**config.mk**
```make
export PLATFORM = sky130hd
export DESIGN_NAME = sector_length_counter
export DESIGN_NICKNAME = d
export VERILOG_FILES = /design/src/seclen_pkg.sv /design/src/byte_path_if.sv /design/src/byte_buffer.sv /design/src/sector_length_counter.sv
export SDC_FILE = /design/constraint.sdc
export NUM_CORES = 1
export LEC_CHECK = 0
export ABC_AREA = 1
export BUFFER_PORTS_ARGS = -buffer_cell sky130_fd_sc_hd__buf_2
export CAP_MARGIN = 25
export CORE_ASPECT_RATIO = 0.7
export CORE_MARGIN = 3
export CORE_UTILIZATION = 52
export DETAILED_ROUTE_END_ITERATION = 7
export HOLD_SLACK_MARGIN = 0.1
export PLACE_DENSITY = 0.68
export SYNTH_ARGS = -nofsm -noshare
export SYNTH_HDL_FRONTEND = slang
export SYNTH_SLANG_ARGS = --single-unit
```
**constraint.sdc**
```tcl
create_clock -name CLOCK -period 4.7 [get_ports CLOCK]
set_input_delay 0.235 -clock CLOCK [delete_from_list [all_inputs] [get_ports CLOCK]]
set_output_delay 0.235 -clock CLOCK [all_outputs]
set_load 0.02 [all_outputs]
```
**src/seclen_pkg.sv**
```systemverilog
// Constants and types shared by the sector length counter and its buffer
package seclen_pkg;
  // ==========================================================
  // Register offsets
  localparam logic [7:0] SEG_MULT_OFS = 8'h4E;
  localparam logic [7:0] BRANCH_OFS = 8'h78;
  localparam logic [7:0] SEQ_STAT_OFS = 8'h79;
  localparam logic [7:0] OP_CTL_OFS = 8'h7A;
  // Control store window: word i count at 2*i, control at 2*i+1
  localparam logic [7:0] CS_BASE_OFS = 8'h00;
  localparam logic [7:0] CS_LAST_OFS = 8'h3D;
  // ==========================================================
  // Sizes and field positions
  localparam int CS_WORDS = 31;
  localparam logic [4:0] CS_LAST_WORD = 5'h1E;
  localparam int CTL_XFER_BIT = 0;
  localparam int CTL_STOP_BIT = 6;
  localparam int CTL_BRANCH_BIT = 7;
  localparam int OP_START_BIT = 0;
  localparam int OP_HOLD_BIT = 7;
  localparam int STAT_ACTIVE_BIT = 6;
  localparam int STAT_BUSY_BIT = 7;
  // ==========================================================
  // Reset values and counts
  localparam logic [7:0] BYTE_RST = 8'h00;
  localparam logic [7:0] COUNT_WRAP = 8'hFF;
  localparam logic [4:0] PC_RST = 5'h00;
  localparam logic [1:0] LEVEL_FULL = 2'h2;

  typedef enum logic [1:0] {S_IDLE, S_FETCH, S_XFER, S_WAIT} seq_state_t;
endpackage

```
**src/byte_path_if.sv**
```systemverilog
// Byte stream between the length counter and its two-entry buffer
`timescale 1ns/1ps
`default_nettype none
interface byte_path_if;
  logic push_valid;
  logic [7:0] push_data;
  logic pop_valid;
  logic [7:0] pop_data;
  logic pop_ready;
  logic [1:0] level_nxt;

  modport counter (output push_valid, output push_data, input level_nxt);
  modport buffer (input push_valid, input push_data, input pop_ready,
    output pop_valid, output pop_data, output level_nxt);
endinterface
`default_nettype wire

```
**src/byte_buffer.sv**
```systemverilog
// Two-entry skid buffer on the byte stream toward the data buffer
`timescale 1ns/1ps
`default_nettype none
module byte_buffer
  import seclen_pkg::*;
(
  // Clocking
  input wire logic clk,
  input wire logic rst,
  input wire logic cen,
  // Stream
  byte_path_if.buffer bp
);
  logic head_v_r, head_v_nxt, tail_v_r, tail_v_nxt;
  logic [7:0] head_r, head_nxt, tail_r, tail_nxt;
  logic pop;

  // ==========================================================
  // Next state
  // Head is always the older word, so the output stays a flip-flop
  always_comb
  begin
    pop = head_v_r & bp.pop_ready;
    head_v_nxt = head_v_r;
    head_nxt = head_r;
    tail_v_nxt = tail_v_r;
    tail_nxt = tail_r;
    if (pop)
    begin
      if (tail_v_r)
      begin
        head_nxt = tail_r;
        tail_v_nxt = bp.push_valid;
        tail_nxt = bp.push_data;
      end
      else
      begin
        head_v_nxt = bp.push_valid;
        head_nxt = bp.push_data;
      end
    end
    else if (bp.push_valid)
    begin
      if (!head_v_r)
      begin
        head_v_nxt = 1'b1;
        head_nxt = bp.push_data;
      end
      else
      begin
        tail_v_nxt = 1'b1;
        tail_nxt = bp.push_data;
      end
    end
    bp.level_nxt = {1'b0, head_v_nxt} + {1'b0, tail_v_nxt};
  end

  // ==========================================================
  // Registers
  always_ff @(posedge clk or posedge rst)
  begin
    if (rst)
    begin
      head_v_r <= 1'b0;
      tail_v_r <= 1'b0;
      head_r <= BYTE_RST;
      tail_r <= BYTE_RST;
    end
    else if (cen)
    begin
      head_v_r <= head_v_nxt;
      tail_v_r <= tail_v_nxt;
      head_r <= head_nxt;
      tail_r <= tail_nxt;
    end
  end

  assign bp.pop_valid = head_v_r;
  assign bp.pop_data = head_r;
endmodule // byte_buffer
`default_nettype wire

```
**src/sector_length_counter.sv**
```systemverilog
// Sector data field length counter with carry hold and control store sequencing
`timescale 1ns/1ps
`default_nettype none
module sector_length_counter
  import seclen_pkg::*;
(
  // Clock, reset, enable
  input wire logic CLOCK,
  input wire logic SYS_RST,
  input wire logic CLK_EN,
  // Microcontroller register port
  input wire logic [7:0] REG_ADDR,
  input wire logic [7:0] REG_WDATA,
  input wire logic REG_WR,
  input wire logic REG_RD,
  output logic [7:0] REG_RDATA,
  // Byte stream in from the serializer
  input wire logic BYTE_IN_VALID,
  input wire logic [7:0] BYTE_IN_DATA,
  output logic BYTE_IN_READY,
  // Byte stream out to the data buffer
  output logic BYTE_OUT_VALID,
  output logic [7:0] BYTE_OUT_DATA,
  input wire logic BYTE_OUT_READY
);
  // ==========================================================
  // Declarations
  logic [7:0] cs_count_mem [CS_WORDS];
  logic [7:0] cs_ctl_mem [CS_WORDS];
  seq_state_t state_r, state_nxt;
  logic [4:0] pc_r, pc_nxt;
  logic [7:0] count_r, count_nxt;
  logic [7:0] ctl_r, ctl_nxt;
  logic [7:0] seg_mult_r, seg_mult_nxt;
  logic [7:0] seg_left_r, seg_left_nxt;
  logic [7:0] branch_r, branch_nxt;
  logic [6:1] op_misc_r, op_misc_nxt;
  logic hold_r, hold_nxt;
  logic in_ready_r, in_ready_nxt;
  logic [7:0] rdata_r, rdata_nxt;
  logic take, carry, start, wr_op;
  logic [4:0] next_pc;

  byte_path_if bp ();

  // True when the address falls in the control store window
  function automatic logic in_cs(input logic [7:0] a);
    return (a >= CS_BASE_OFS) && (a <= CS_LAST_OFS);
  endfunction

  // Control store word index for a window address
  function automatic logic [4:0] cs_index(input logic [7:0] a);
    logic [7:0] d;
    d = a - CS_BASE_OFS;
    return d[5:1];
  endfunction

  byte_buffer u_buf (
    .clk(CLOCK),
    .rst(SYS_RST),
    .cen(CLK_EN),
    .bp(bp.buffer)
  );

  assign bp.push_valid = take;
  assign bp.push_data = BYTE_IN_DATA;
  assign bp.pop_ready = BYTE_OUT_READY;
  assign BYTE_OUT_VALID = bp.pop_valid;
  assign BYTE_OUT_DATA = bp.pop_data;
  assign BYTE_IN_READY = in_ready_r;

  // ==========================================================
  // Control store, written by the microcontroller at any time
  always_ff @(posedge CLOCK)
  begin
    if (CLK_EN && REG_WR && in_cs(REG_ADDR))
    begin
      if (REG_ADDR[0] == CS_BASE_OFS[0])
        cs_count_mem[cs_index(REG_ADDR)] <= REG_WDATA;
      else
        cs_ctl_mem[cs_index(REG_ADDR)] <= REG_WDATA;
    end
  end

  // ==========================================================
  // Sequencer and length counter
  always_comb
  begin
    take = BYTE_IN_VALID & in_ready_r;
    wr_op = REG_WR && (REG_ADDR == OP_CTL_OFS);
    start = wr_op && REG_WDATA[OP_START_BIT];
    carry = 1'b0;
    state_nxt = state_r;
    pc_nxt = pc_r;
    count_nxt = count_r;
    ctl_nxt = ctl_r;
    hold_nxt = hold_r;
    seg_left_nxt = seg_left_r;
    next_pc = pc_r + 5'd1;
    if (ctl_r[CTL_BRANCH_BIT])
      next_pc = branch_r[4:0];
    unique case (state_r)
      S_IDLE:
      begin
        if (start)
        begin
          pc_nxt = branch_r[4:0];
          state_nxt = S_FETCH;
        end
      end
      S_FETCH:
      begin
        // A word index past the store has nothing to run
        if (pc_r > CS_LAST_WORD)
          state_nxt = S_IDLE;
        else
        begin
          count_nxt = cs_count_mem[pc_r];
          ctl_nxt = cs_ctl_mem[pc_r];
          state_nxt = cs_ctl_mem[pc_r][CTL_XFER_BIT] ? S_XFER : S_WAIT;
        end
      end
      S_XFER, S_WAIT:
      begin
        // Transfer words count bytes, the others count cycles
        if (take || state_r == S_WAIT)
        begin
          if (count_r == BYTE_RST)
            carry = 1'b1;
          else
            count_nxt = count_r - 8'd1;
        end
        if (carry && hold_r && state_r == S_XFER)
        begin
          count_nxt = COUNT_WRAP;
          if (seg_left_r == BYTE_RST)
            hold_nxt = 1'b0;
          else
            seg_left_nxt = seg_left_r - 8'd1;
        end
        else if (carry)
        begin
          pc_nxt = next_pc;
          if (ctl_r[CTL_STOP_BIT])
            state_nxt = S_IDLE;
          else
            state_nxt = S_FETCH;
        end
      end
    endcase
    // Software write comes last so a set in the clearing cycle wins
    if (wr_op)
    begin
      hold_nxt = REG_WDATA[OP_HOLD_BIT];
      if (REG_WDATA[OP_HOLD_BIT])
        seg_left_nxt = seg_mult_r;
    end
    // Ready only with a free slot, so no byte is ever dropped
    in_ready_nxt = (state_nxt == S_XFER) && (bp.level_nxt != LEVEL_FULL);
  end

  always_ff @(posedge CLOCK or posedge SYS_RST)
  begin
    if (SYS_RST)
    begin
      state_r <= S_IDLE;
      pc_r <= PC_RST;
      count_r <= BYTE_RST;
      ctl_r <= BYTE_RST;
      hold_r <= 1'b0;
      seg_left_r <= BYTE_RST;
      in_ready_r <= 1'b0;
    end
    else if (CLK_EN)
    begin
      state_r <= state_nxt;
      pc_r <= pc_nxt;
      count_r <= count_nxt;
      ctl_r <= ctl_nxt;
      hold_r <= hold_nxt;
      seg_left_r <= seg_left_nxt;
      in_ready_r <= in_ready_nxt;
    end
  end

  // ==========================================================
  // Register file
  always_comb
  begin
    seg_mult_nxt = seg_mult_r;
    branch_nxt = branch_r;
    op_misc_nxt = op_misc_r;
    rdata_nxt = rdata_r;
    if (REG_WR)
    begin
      unique case (REG_ADDR)
        SEG_MULT_OFS: seg_mult_nxt = REG_WDATA;
        BRANCH_OFS: branch_nxt = REG_WDATA;
        OP_CTL_OFS: op_misc_nxt = REG_WDATA[6:1];
        default: ;
      endcase
    end
    if (REG_RD)
    begin
      rdata_nxt = BYTE_RST;
      if (in_cs(REG_ADDR))
        rdata_nxt = (REG_ADDR[0] == CS_BASE_OFS[0]) ? cs_count_mem[cs_index(REG_ADDR)]
                                                   : cs_ctl_mem[cs_index(REG_ADDR)];
      else
      begin
        unique case (REG_ADDR)
          SEG_MULT_OFS: rdata_nxt = seg_mult_r;
          BRANCH_OFS: rdata_nxt = branch_r;
          SEQ_STAT_OFS:
          begin
            rdata_nxt = {3'h0, pc_r};
            rdata_nxt[STAT_ACTIVE_BIT] = (state_r == S_XFER);
            rdata_nxt[STAT_BUSY_BIT] = (state_r != S_IDLE);
          end
          OP_CTL_OFS: rdata_nxt = {hold_r, op_misc_r, 1'b0};
          default: ;
        endcase
      end
    end
  end

  always_ff @(posedge CLOCK or posedge SYS_RST)
  begin
    if (SYS_RST)
    begin
      seg_mult_r <= BYTE_RST;
      branch_r <= BYTE_RST;
      op_misc_r <= 6'h00;
      rdata_r <= BYTE_RST;
    end
    else if (CLK_EN)
    begin
      seg_mult_r <= seg_mult_nxt;
      branch_r <= branch_nxt;
      op_misc_r <= op_misc_nxt;
      rdata_r <= rdata_nxt;
    end
  end

  assign REG_RDATA = rdata_r;
endmodule // sector_length_counter
`default_nettype wire

```
==> summary.txt, run 1 <==
Setup path
  • Crit end category: flip-flop
  • Arrival @ worst endpoint: 3.76 ns
  • Worst path required time: 5.17 ns
  • Flop2flop setup slack: 1.41 ns
  • Max stage delay on crit path: 0.85 ns
  • Slowest-stage cell, CP: inv_4
  • CP Launch Type: flip-flop
  • Worst path depth: 9
  • CP Max Fanout: 92
  • Worst Reg-to-Reg Cells: 9
  • CP bufs+invs: 2
  • Top cell by count, worst path: nand3_1
  • Top Family by Delay on Critical Path: buffers and inverters
  • Setup Crit Path Kind: flip-flop to flip-flop
  • Crit-path cells: inv_4 -> buf_4 -> a21oi_1 -> o21ai_0 -> nand3_1 -> nand3_1 -> nand4_1 -> nand3_1 -> o21ai_0

Power and ir drop
  • Worst IR Drop VDD: 0.307 mV
  • Pwr/cell area: 465 nW/µm²
  • Leak: 12.3 nW

Clock tree
  • CTS H-tree lvls: 2
  • Clk root buf: clkbuf_16
  • Worst-Skew Late Latency: 0.64 ns
  • Post-cts sizing count: 0
  • Clock buffer depth: 3
  • Total CTS buffers: 54
  • CTS sink cnt: 571
  • CTS tree: yes
  • Clk slew on worst S/H paths: 0.07 ns
  • Postcts setup bufs: 0

GRT
  • Global-route wire length before repair: 133 mm
  • Met2 Use GR: 45.5%
  • Initial antenna violation count: 0
  • Vias in the first global route: 21200
  • Total track usage: 32.1%
  • Met1 global-route usage: 47.5%
  • Met3 GRT Util: 9.49%
  • Largest net degree at the start of global routing: 93
  • Overflow after GRT: 0
  • GRT busiest layer: met1

Detailed routing
  • DRC Markers: 0
  • Routed wire length: 89.6 mm
  • Antenna Nets Post-Route: 0
  • Routed wire per std cell: 23.8 µm
  • First-pass iteration count of the detailed router: 6
  • Via density: 6.04
  • DRT iter0 DRCs: 3330
  • Vias: 22700

STA
  • Max Freq: 304 MHz
  • Unrepaired setup endpoints after global routing: no
  • Period minus WS final: 3.29 ns
  • Post-route clock skew: 0.0446 ns
  • Final Cycle Share: 70.1%
  • Final Hold Fails: 0
  • Fin. max-slew vios: 0
  • Worst slew pin tran: 1.05 ns
  • Setup Total Neg Slack: 0 ns
  • Setup ws final: 1.41 ns
  • Final setup violation count: 0
  • Slew HR: 29.9%

Layout
  • Post-route core utilization: 59.5%
  • Fraction of layout cells with a size suffix above 1: 9.25%
  • Final std cells w/o fill: 3766
  • Filler cells: 4331
  • Diode count: 0
  • Synthesis-to-finish area growth: 11.5%
  • Finished layout cell area: 30600 µm²
  • Commonest non-fill, non-tap cell in the layout: nand2_1
  • Most frequent cells in the layout: 974 x nand2_1, 496 x edfxtp_1, 257 x o21ai_0, 238 x nor2_1, 205 x inv_1
  • Storage cell area: 16800 µm²
  • Final #Nets: 3084
  • Multi-input gate area: 9130 µm²

Floorplan
  • Die Y: 198 µm
  • DIE AREA: 55700 µm²
  • FP Rows: 69
  • Ports: 49
  • Die W: 281 µm
  • Initial Util: 53.4%
  • Core ar.: 51500 µm²

Logic synthesis
  • Main area contributors after synthesis: edfxtp_1 54%, nand2_1 13%, dfrtp_1 6.8%
  • Register area share after synthesis: 61.0%
  • Mean Syn Cell Area: 9.18 µm²
  • Post-synth EDFFs: 496
  • Main flop type after synthesis: edfxtp_1
  • Synth area leader: edfxtp_1
  • Post-synth top area share: 54.2%
  • Cell area after synthesis: 27500 µm²
  • Ys Warns: 0
  • Async set-reset flop share out of synthesis: 13.1%
  • Syn Inst Count: 2993
  • Synth Register Bits: 571
  • Syn_nets: 3030
  • Count of different cell masters after synthesis: 43

Place
  • Pre-CTS setup slack: 1.40 ns
  • Placed inst area: 28600 µm²
  • Port buffer count: 48
  • Final HPWL DP: 57.3 mm
  • Placed Cells: 3646
  • Final Wtd Congestion: 0.967

Job
  • Maxcap violations: 0

Status
  • Status: complete, no violations

Min path
  • Hold Path Class: input pin to async pin
timing repair:
| item | in CTS | in global routing |
|---|---|---|
| hold endpoints to repair | 72 | 0 |
| hold buffers | 16 | 0 |
| setup endpoints to repair | 0 | 0 |
logic make-up (layout without fill, tap and decap cells):
logic type	Yosys count	count (layout)	synth area share, %
xor gates and xnor gates	9	9	0.287
AOI/OAI and AO/OA	515	515	10.0
and+or+nand+nor	1496	1496	22.3
buffers and inverters	388	487	5.84
adders and majority gates	6	6	0.273
DFF	571	571	61.0
muxes	8	8	0.328
worst register-to-register path: cells and delay by family (launching register included):
| family | cells | cell delay [ns] |
|---|---|---|
| flops | 1 | 0.76 |
| compound gates | 3 | 0.34 |
| buf+inv | 2 | 1.40 |
| simple gates | 4 | 0.65 |
cell type report:
type,instances,area share [%]
inverter,220,2.72
multi-input combinational,2034,29.8
clock buffer,73,4.98
clock inverter,28,1.05
tap,674,2.75
sequential,571,54.8
timing repair buffer,166,3.92
flip-flops by register name, summed over array words and instances, names as in the netlist, 2 cells and up:
register and cells:
ctl_r 2, REG_RDATA 8, seg_left_r 8, u_buf.tail_r 8
op_misc_r 6, pc_r 5, u_buf.bp.pop_data 8, count_r 8
branch_r 8, cs_ctl_mem 248, seg_mult_r 8, cs_count_mem 248
state_r 2
stage by stage:
stage / hold WS [ns] / power (W)
2_1_floorplan: 0.334 / 0.00815
3_3_place_gp: 0.247 / 0.00945
3_5_place_dp: 0.259 / 0.00953
4_1_cts: 0.156 / 0.0141
5_1_grt: 0.193 / 0.0147
6_report: 0.154 / 0.0143
cell usage after synthesis, types with 2 or more instances:
cell type / count
buf_6: 4
nand4_1: 19
o22ai_1: 12
a21oi_1: 173
inv_1: 208
nor3_4: 2
nand2_1: 974
ha_1: 6
nor2_4: 2
mux2_2: 8
xnor2_1: 4
o21ai_1: 13
buf_2: 71
nor3_1: 69
edfxtp_1: 496
inv_2: 7
dfrtp_1: 75
nor2_2: 4
a31oi_1: 10
o21ai_0: 257
clkinv_1: 2
xor2_1: 5
nand3_2: 4
buf_1: 17
nor2_1: 240
o211ai_1: 46
nand2_2: 4
nand3_1: 171
clkbuf_1: 70
inv_4: 2
buf_4: 6
power by group:
group          internal (W)  leakage (nW)  switching (W)
logic              0.000962          5.94        0.00266
registers           0.00568          5.41       0.000325
clock network       0.00266         0.912        0.00197
routing by layer:
metal / share of wire, % / vias to the layer above
li1: - / 10200
met1: 41 / 10800
met2: 41 / 1542
met3: 15 / 208
met4: 3.5 / 0
met5: 0 / -
worst paths after layout:
kind / to / startpoint
max reg2reg: ctl_r[6] / pc_r[0]
max in group asynchronous: seg_left_r[0] / SYS_RST
min in group CLOCK: REG_RDATA[3] / REG_ADDR[0]
min reg2reg: seg_mult_r[7] / seg_mult_r[7]
max: ctl_r[6] / pc_r[0]
min: count_r[6] / SYS_RST
Power figures use the tool's default switching activity.
==> run 2: changes to the inputs <==
--- a/config.mk
+++ b/config.mk
@@ -13,7 +13,7 @@
 export CORE_UTILIZATION = 52
 export DETAILED_ROUTE_END_ITERATION = 7
 export HOLD_SLACK_MARGIN = 0.1
-export PLACE_DENSITY = 0.68
+export PLACE_DENSITY = 0.71
 export SYNTH_ARGS = -nofsm -noshare
 export SYNTH_HDL_FRONTEND = slang
 export SYNTH_SLANG_ARGS = --single-unit
==> constraint.sdc (replaced) <==
create_clock -name CLOCK -period 2.73 [get_ports CLOCK]
set_input_delay 0.1365 -clock CLOCK [delete_from_list [all_inputs] [get_ports CLOCK]]
set_output_delay 0.1365 -clock CLOCK [all_outputs]
set_load 0.02 [all_outputs]
==> summary.txt, run 2 (synthesis results as in run 1) <==
Setup path
  • CP Max Fanout: 53 (-42%)
  • Arrival @ worst endpoint: 3.08 ns (-0.68 ns)
  • Worst path required time: 3.28 ns (-1.89 ns)
  • CP Launch Type: flip-flop
  • Setup Crit Path Kind: flip-flop to flip-flop
  • Crit end category: flip-flop

Power and ir drop
  • Leak: 12.5 nW (+1.8%)
  • Pwr/cell area: 779 nW/µm² (+67%)
  • Worst IR Drop VDD: 0.640 mV (+110%)

GRT
  • Largest net degree at the start of global routing: 122 (+31%)
  • Vias in the first global route: 21500 (+1.3%)
  • Overflow after GRT: 0 (unchanged)
  • Total track usage: 32.0% (-0.14 points)
  • Initial antenna violation count: 3 (+3)
  • Global-route wire length before repair: 132 mm (-0.89%)

Layout
  • Largest regs: cs_count_mem: 248 flops, cs_ctl_mem: 248 flops
  • Synthesis-to-finish area growth: 13.0%
  • Final #Nets: 3133 (+1.6%)
  • Most frequent cells in the layout: 974 x nand2_1, 496 x edfxtp_1, 257 x o21ai_0, 238 x nor2_1, 205 x inv_1
  • Multi-input gate area: 9130 µm² (about the same)
  • Fraction of layout cells with a size suffix above 1: 10.2% (+0.94 points)
  • Commonest non-fill, non-tap cell in the layout: nand2_1
  • Filler cells: 4288 (-0.99%)
  • Storage cell area: 16800 µm² (unchanged)
  • Final std cells w/o fill: 3814 (+1.3%)

Floorplan
  • Initial Util: 53.4% (unchanged)
  • Ports: 49 (unchanged)
  • FP Rows: 69 (unchanged)
  • Core ar.: 51500 µm² (unchanged)
  • DIE AREA: 55700 µm² (unchanged)
  • Die W: 281 µm (unchanged)
  • Die Y: 198 µm (unchanged)

Detailed routing
  • DRT iter0 DRCs: 3130 (-6.0%)
  • Routed wire length: 89.8 mm (+0.16%)
  • Via density: 6.02 (-0.28%)
  • First-pass iteration count of the detailed router: 6 (unchanged)
  • Routed wire per std cell: 23.5 µm (-1.1%)
  • Vias: 23000 (+0.99%)
  • DRC Markers: 0 (unchanged)
  • Antenna Nets Post-Route: 0 (unchanged)

Clock tree
  • CTS sink cnt: 571 (unchanged)
  • Post-cts sizing count: 0 (unchanged)
  • Cts hold-fix bufs: 19 (+3)
  • Total CTS buffers: 53 (-1.9%)
  • Postcts setup bufs: 0 (unchanged)
  • Clk root buf: clkbuf_16
  • CTS tree: yes
  • Clock buffer depth: 3 (unchanged)
  • Worst-Skew Late Latency: 0.63 ns (about the same)
  • Clk slew on worst S/H paths: 0.06 ns (about the same)
  • CTS H-tree lvls: 2 (unchanged)

Place
  • Placed Cells: 3696 (+1.4%)
  • Port buffer count: 48 (unchanged)
  • Final Wtd Congestion: 1.02 (+5.0%)
  • Final HPWL DP: 59.2 mm (+3.2%)

STA
  • Period minus WS final: 2.52 ns (-0.768 ns)
  • Final Cycle Share: 92.5% (+22 points)
  • Post-route clock skew: 0.0306 ns (-0.0140 ns)
  • Final Hold Fails: 0 (unchanged)
  • Slew HR: 39.1% (+9.2 points)
  • Worst slew pin tran: 0.914 ns (-0.138 ns)
  • Setup Total Neg Slack: 0 ns (unchanged)
  • Fin. max-slew vios: 0 (unchanged)
  • Unrepaired setup endpoints after global routing: no
  • Final setup violation count: 0 (unchanged)
  • Max Freq: 396 MHz (+30%)

Min path
  • Hold Path Class: input pin to flip-flop

Job
  • Maxcap violations: 0 (unchanged)

Status
  • Status: complete, no violations
-- run 2: critical path: stages (launching register included) --
cell     delay [ns]
dfrtp_4        0.45
buf_4          0.51
o21ai_0        0.18
o21ai_0        0.44
nand2_1        0.25
nand2_1        0.11
nor2_1         0.04
nand2_1        0.08
nand3_1        0.19
a21oi_1        0.20
-- run 2: stage by stage --
step	hold slack, ns	power, W	utilization, %	setup slack [ns]	instance area [µm²]
floorplan	0.235	0.0140	-	0.526	27500
global placement	0.291	0.0166	56.8	0.342	29200
detailed placement	0.310	0.0168	56.8	0.287	29200
CTS	0.136	0.0239	60.3	0.369	31000
global route	0.164	0.0251	60.3	0.135	31000
finish	0.150	0.0242	60.3	0.205	31000
-- run 2: cell type report --
| class | count | area share [%] |
|---|---|---|
| clock buffers | 70 | 4.55 |
| inverters | 220 | 2.69 |
| diodes | 1 | 0.00806 |
| flip-flops and latches | 571 | 54.0 |
| well taps | 674 | 2.72 |
| repair buffers | 216 | 5.84 |
| multi-input cells | 2034 | 29.4 |
| clock inverters | 28 | 0.770 |
-- run 2: report_power, final --
group | total, W | switching, W | internal (W)
logic | 0.00680 | 0.00485 | 0.00195
clock network | 0.00726 | 0.00333 | 0.00394
registers | 0.0101 | 0.000343 | 0.00978
-- run 2: path summary, 6_finish.rpt --
kind                       slack, ns                   end          from  cells after the start
max                             0.21            count_r[6]       pc_r[0]                      9
min in group asynchronous       0.22  u_buf.bp.pop_data[4]       SYS_RST                      3
min reg2reg                     0.50           branch_r[4]   branch_r[4]                      2
min                             0.15     cs_ctl_mem[25][3]  REG_WDATA[3]                      1
max in group asynchronous       1.79           branch_r[3]       SYS_RST                      4
max reg2reg                     0.21            count_r[6]       pc_r[0]                      9
-- run 2: layer usage --
layer  track usage, %  vias to the layer above  share of wire (%)
li1                 -                    10300                  -
met1             45.9                    10900                 40
met2             44.7                     1539                 41
met3             12.0                      220                 15
met4             11.1                        2                3.5
met5            0.427                        -              0.014
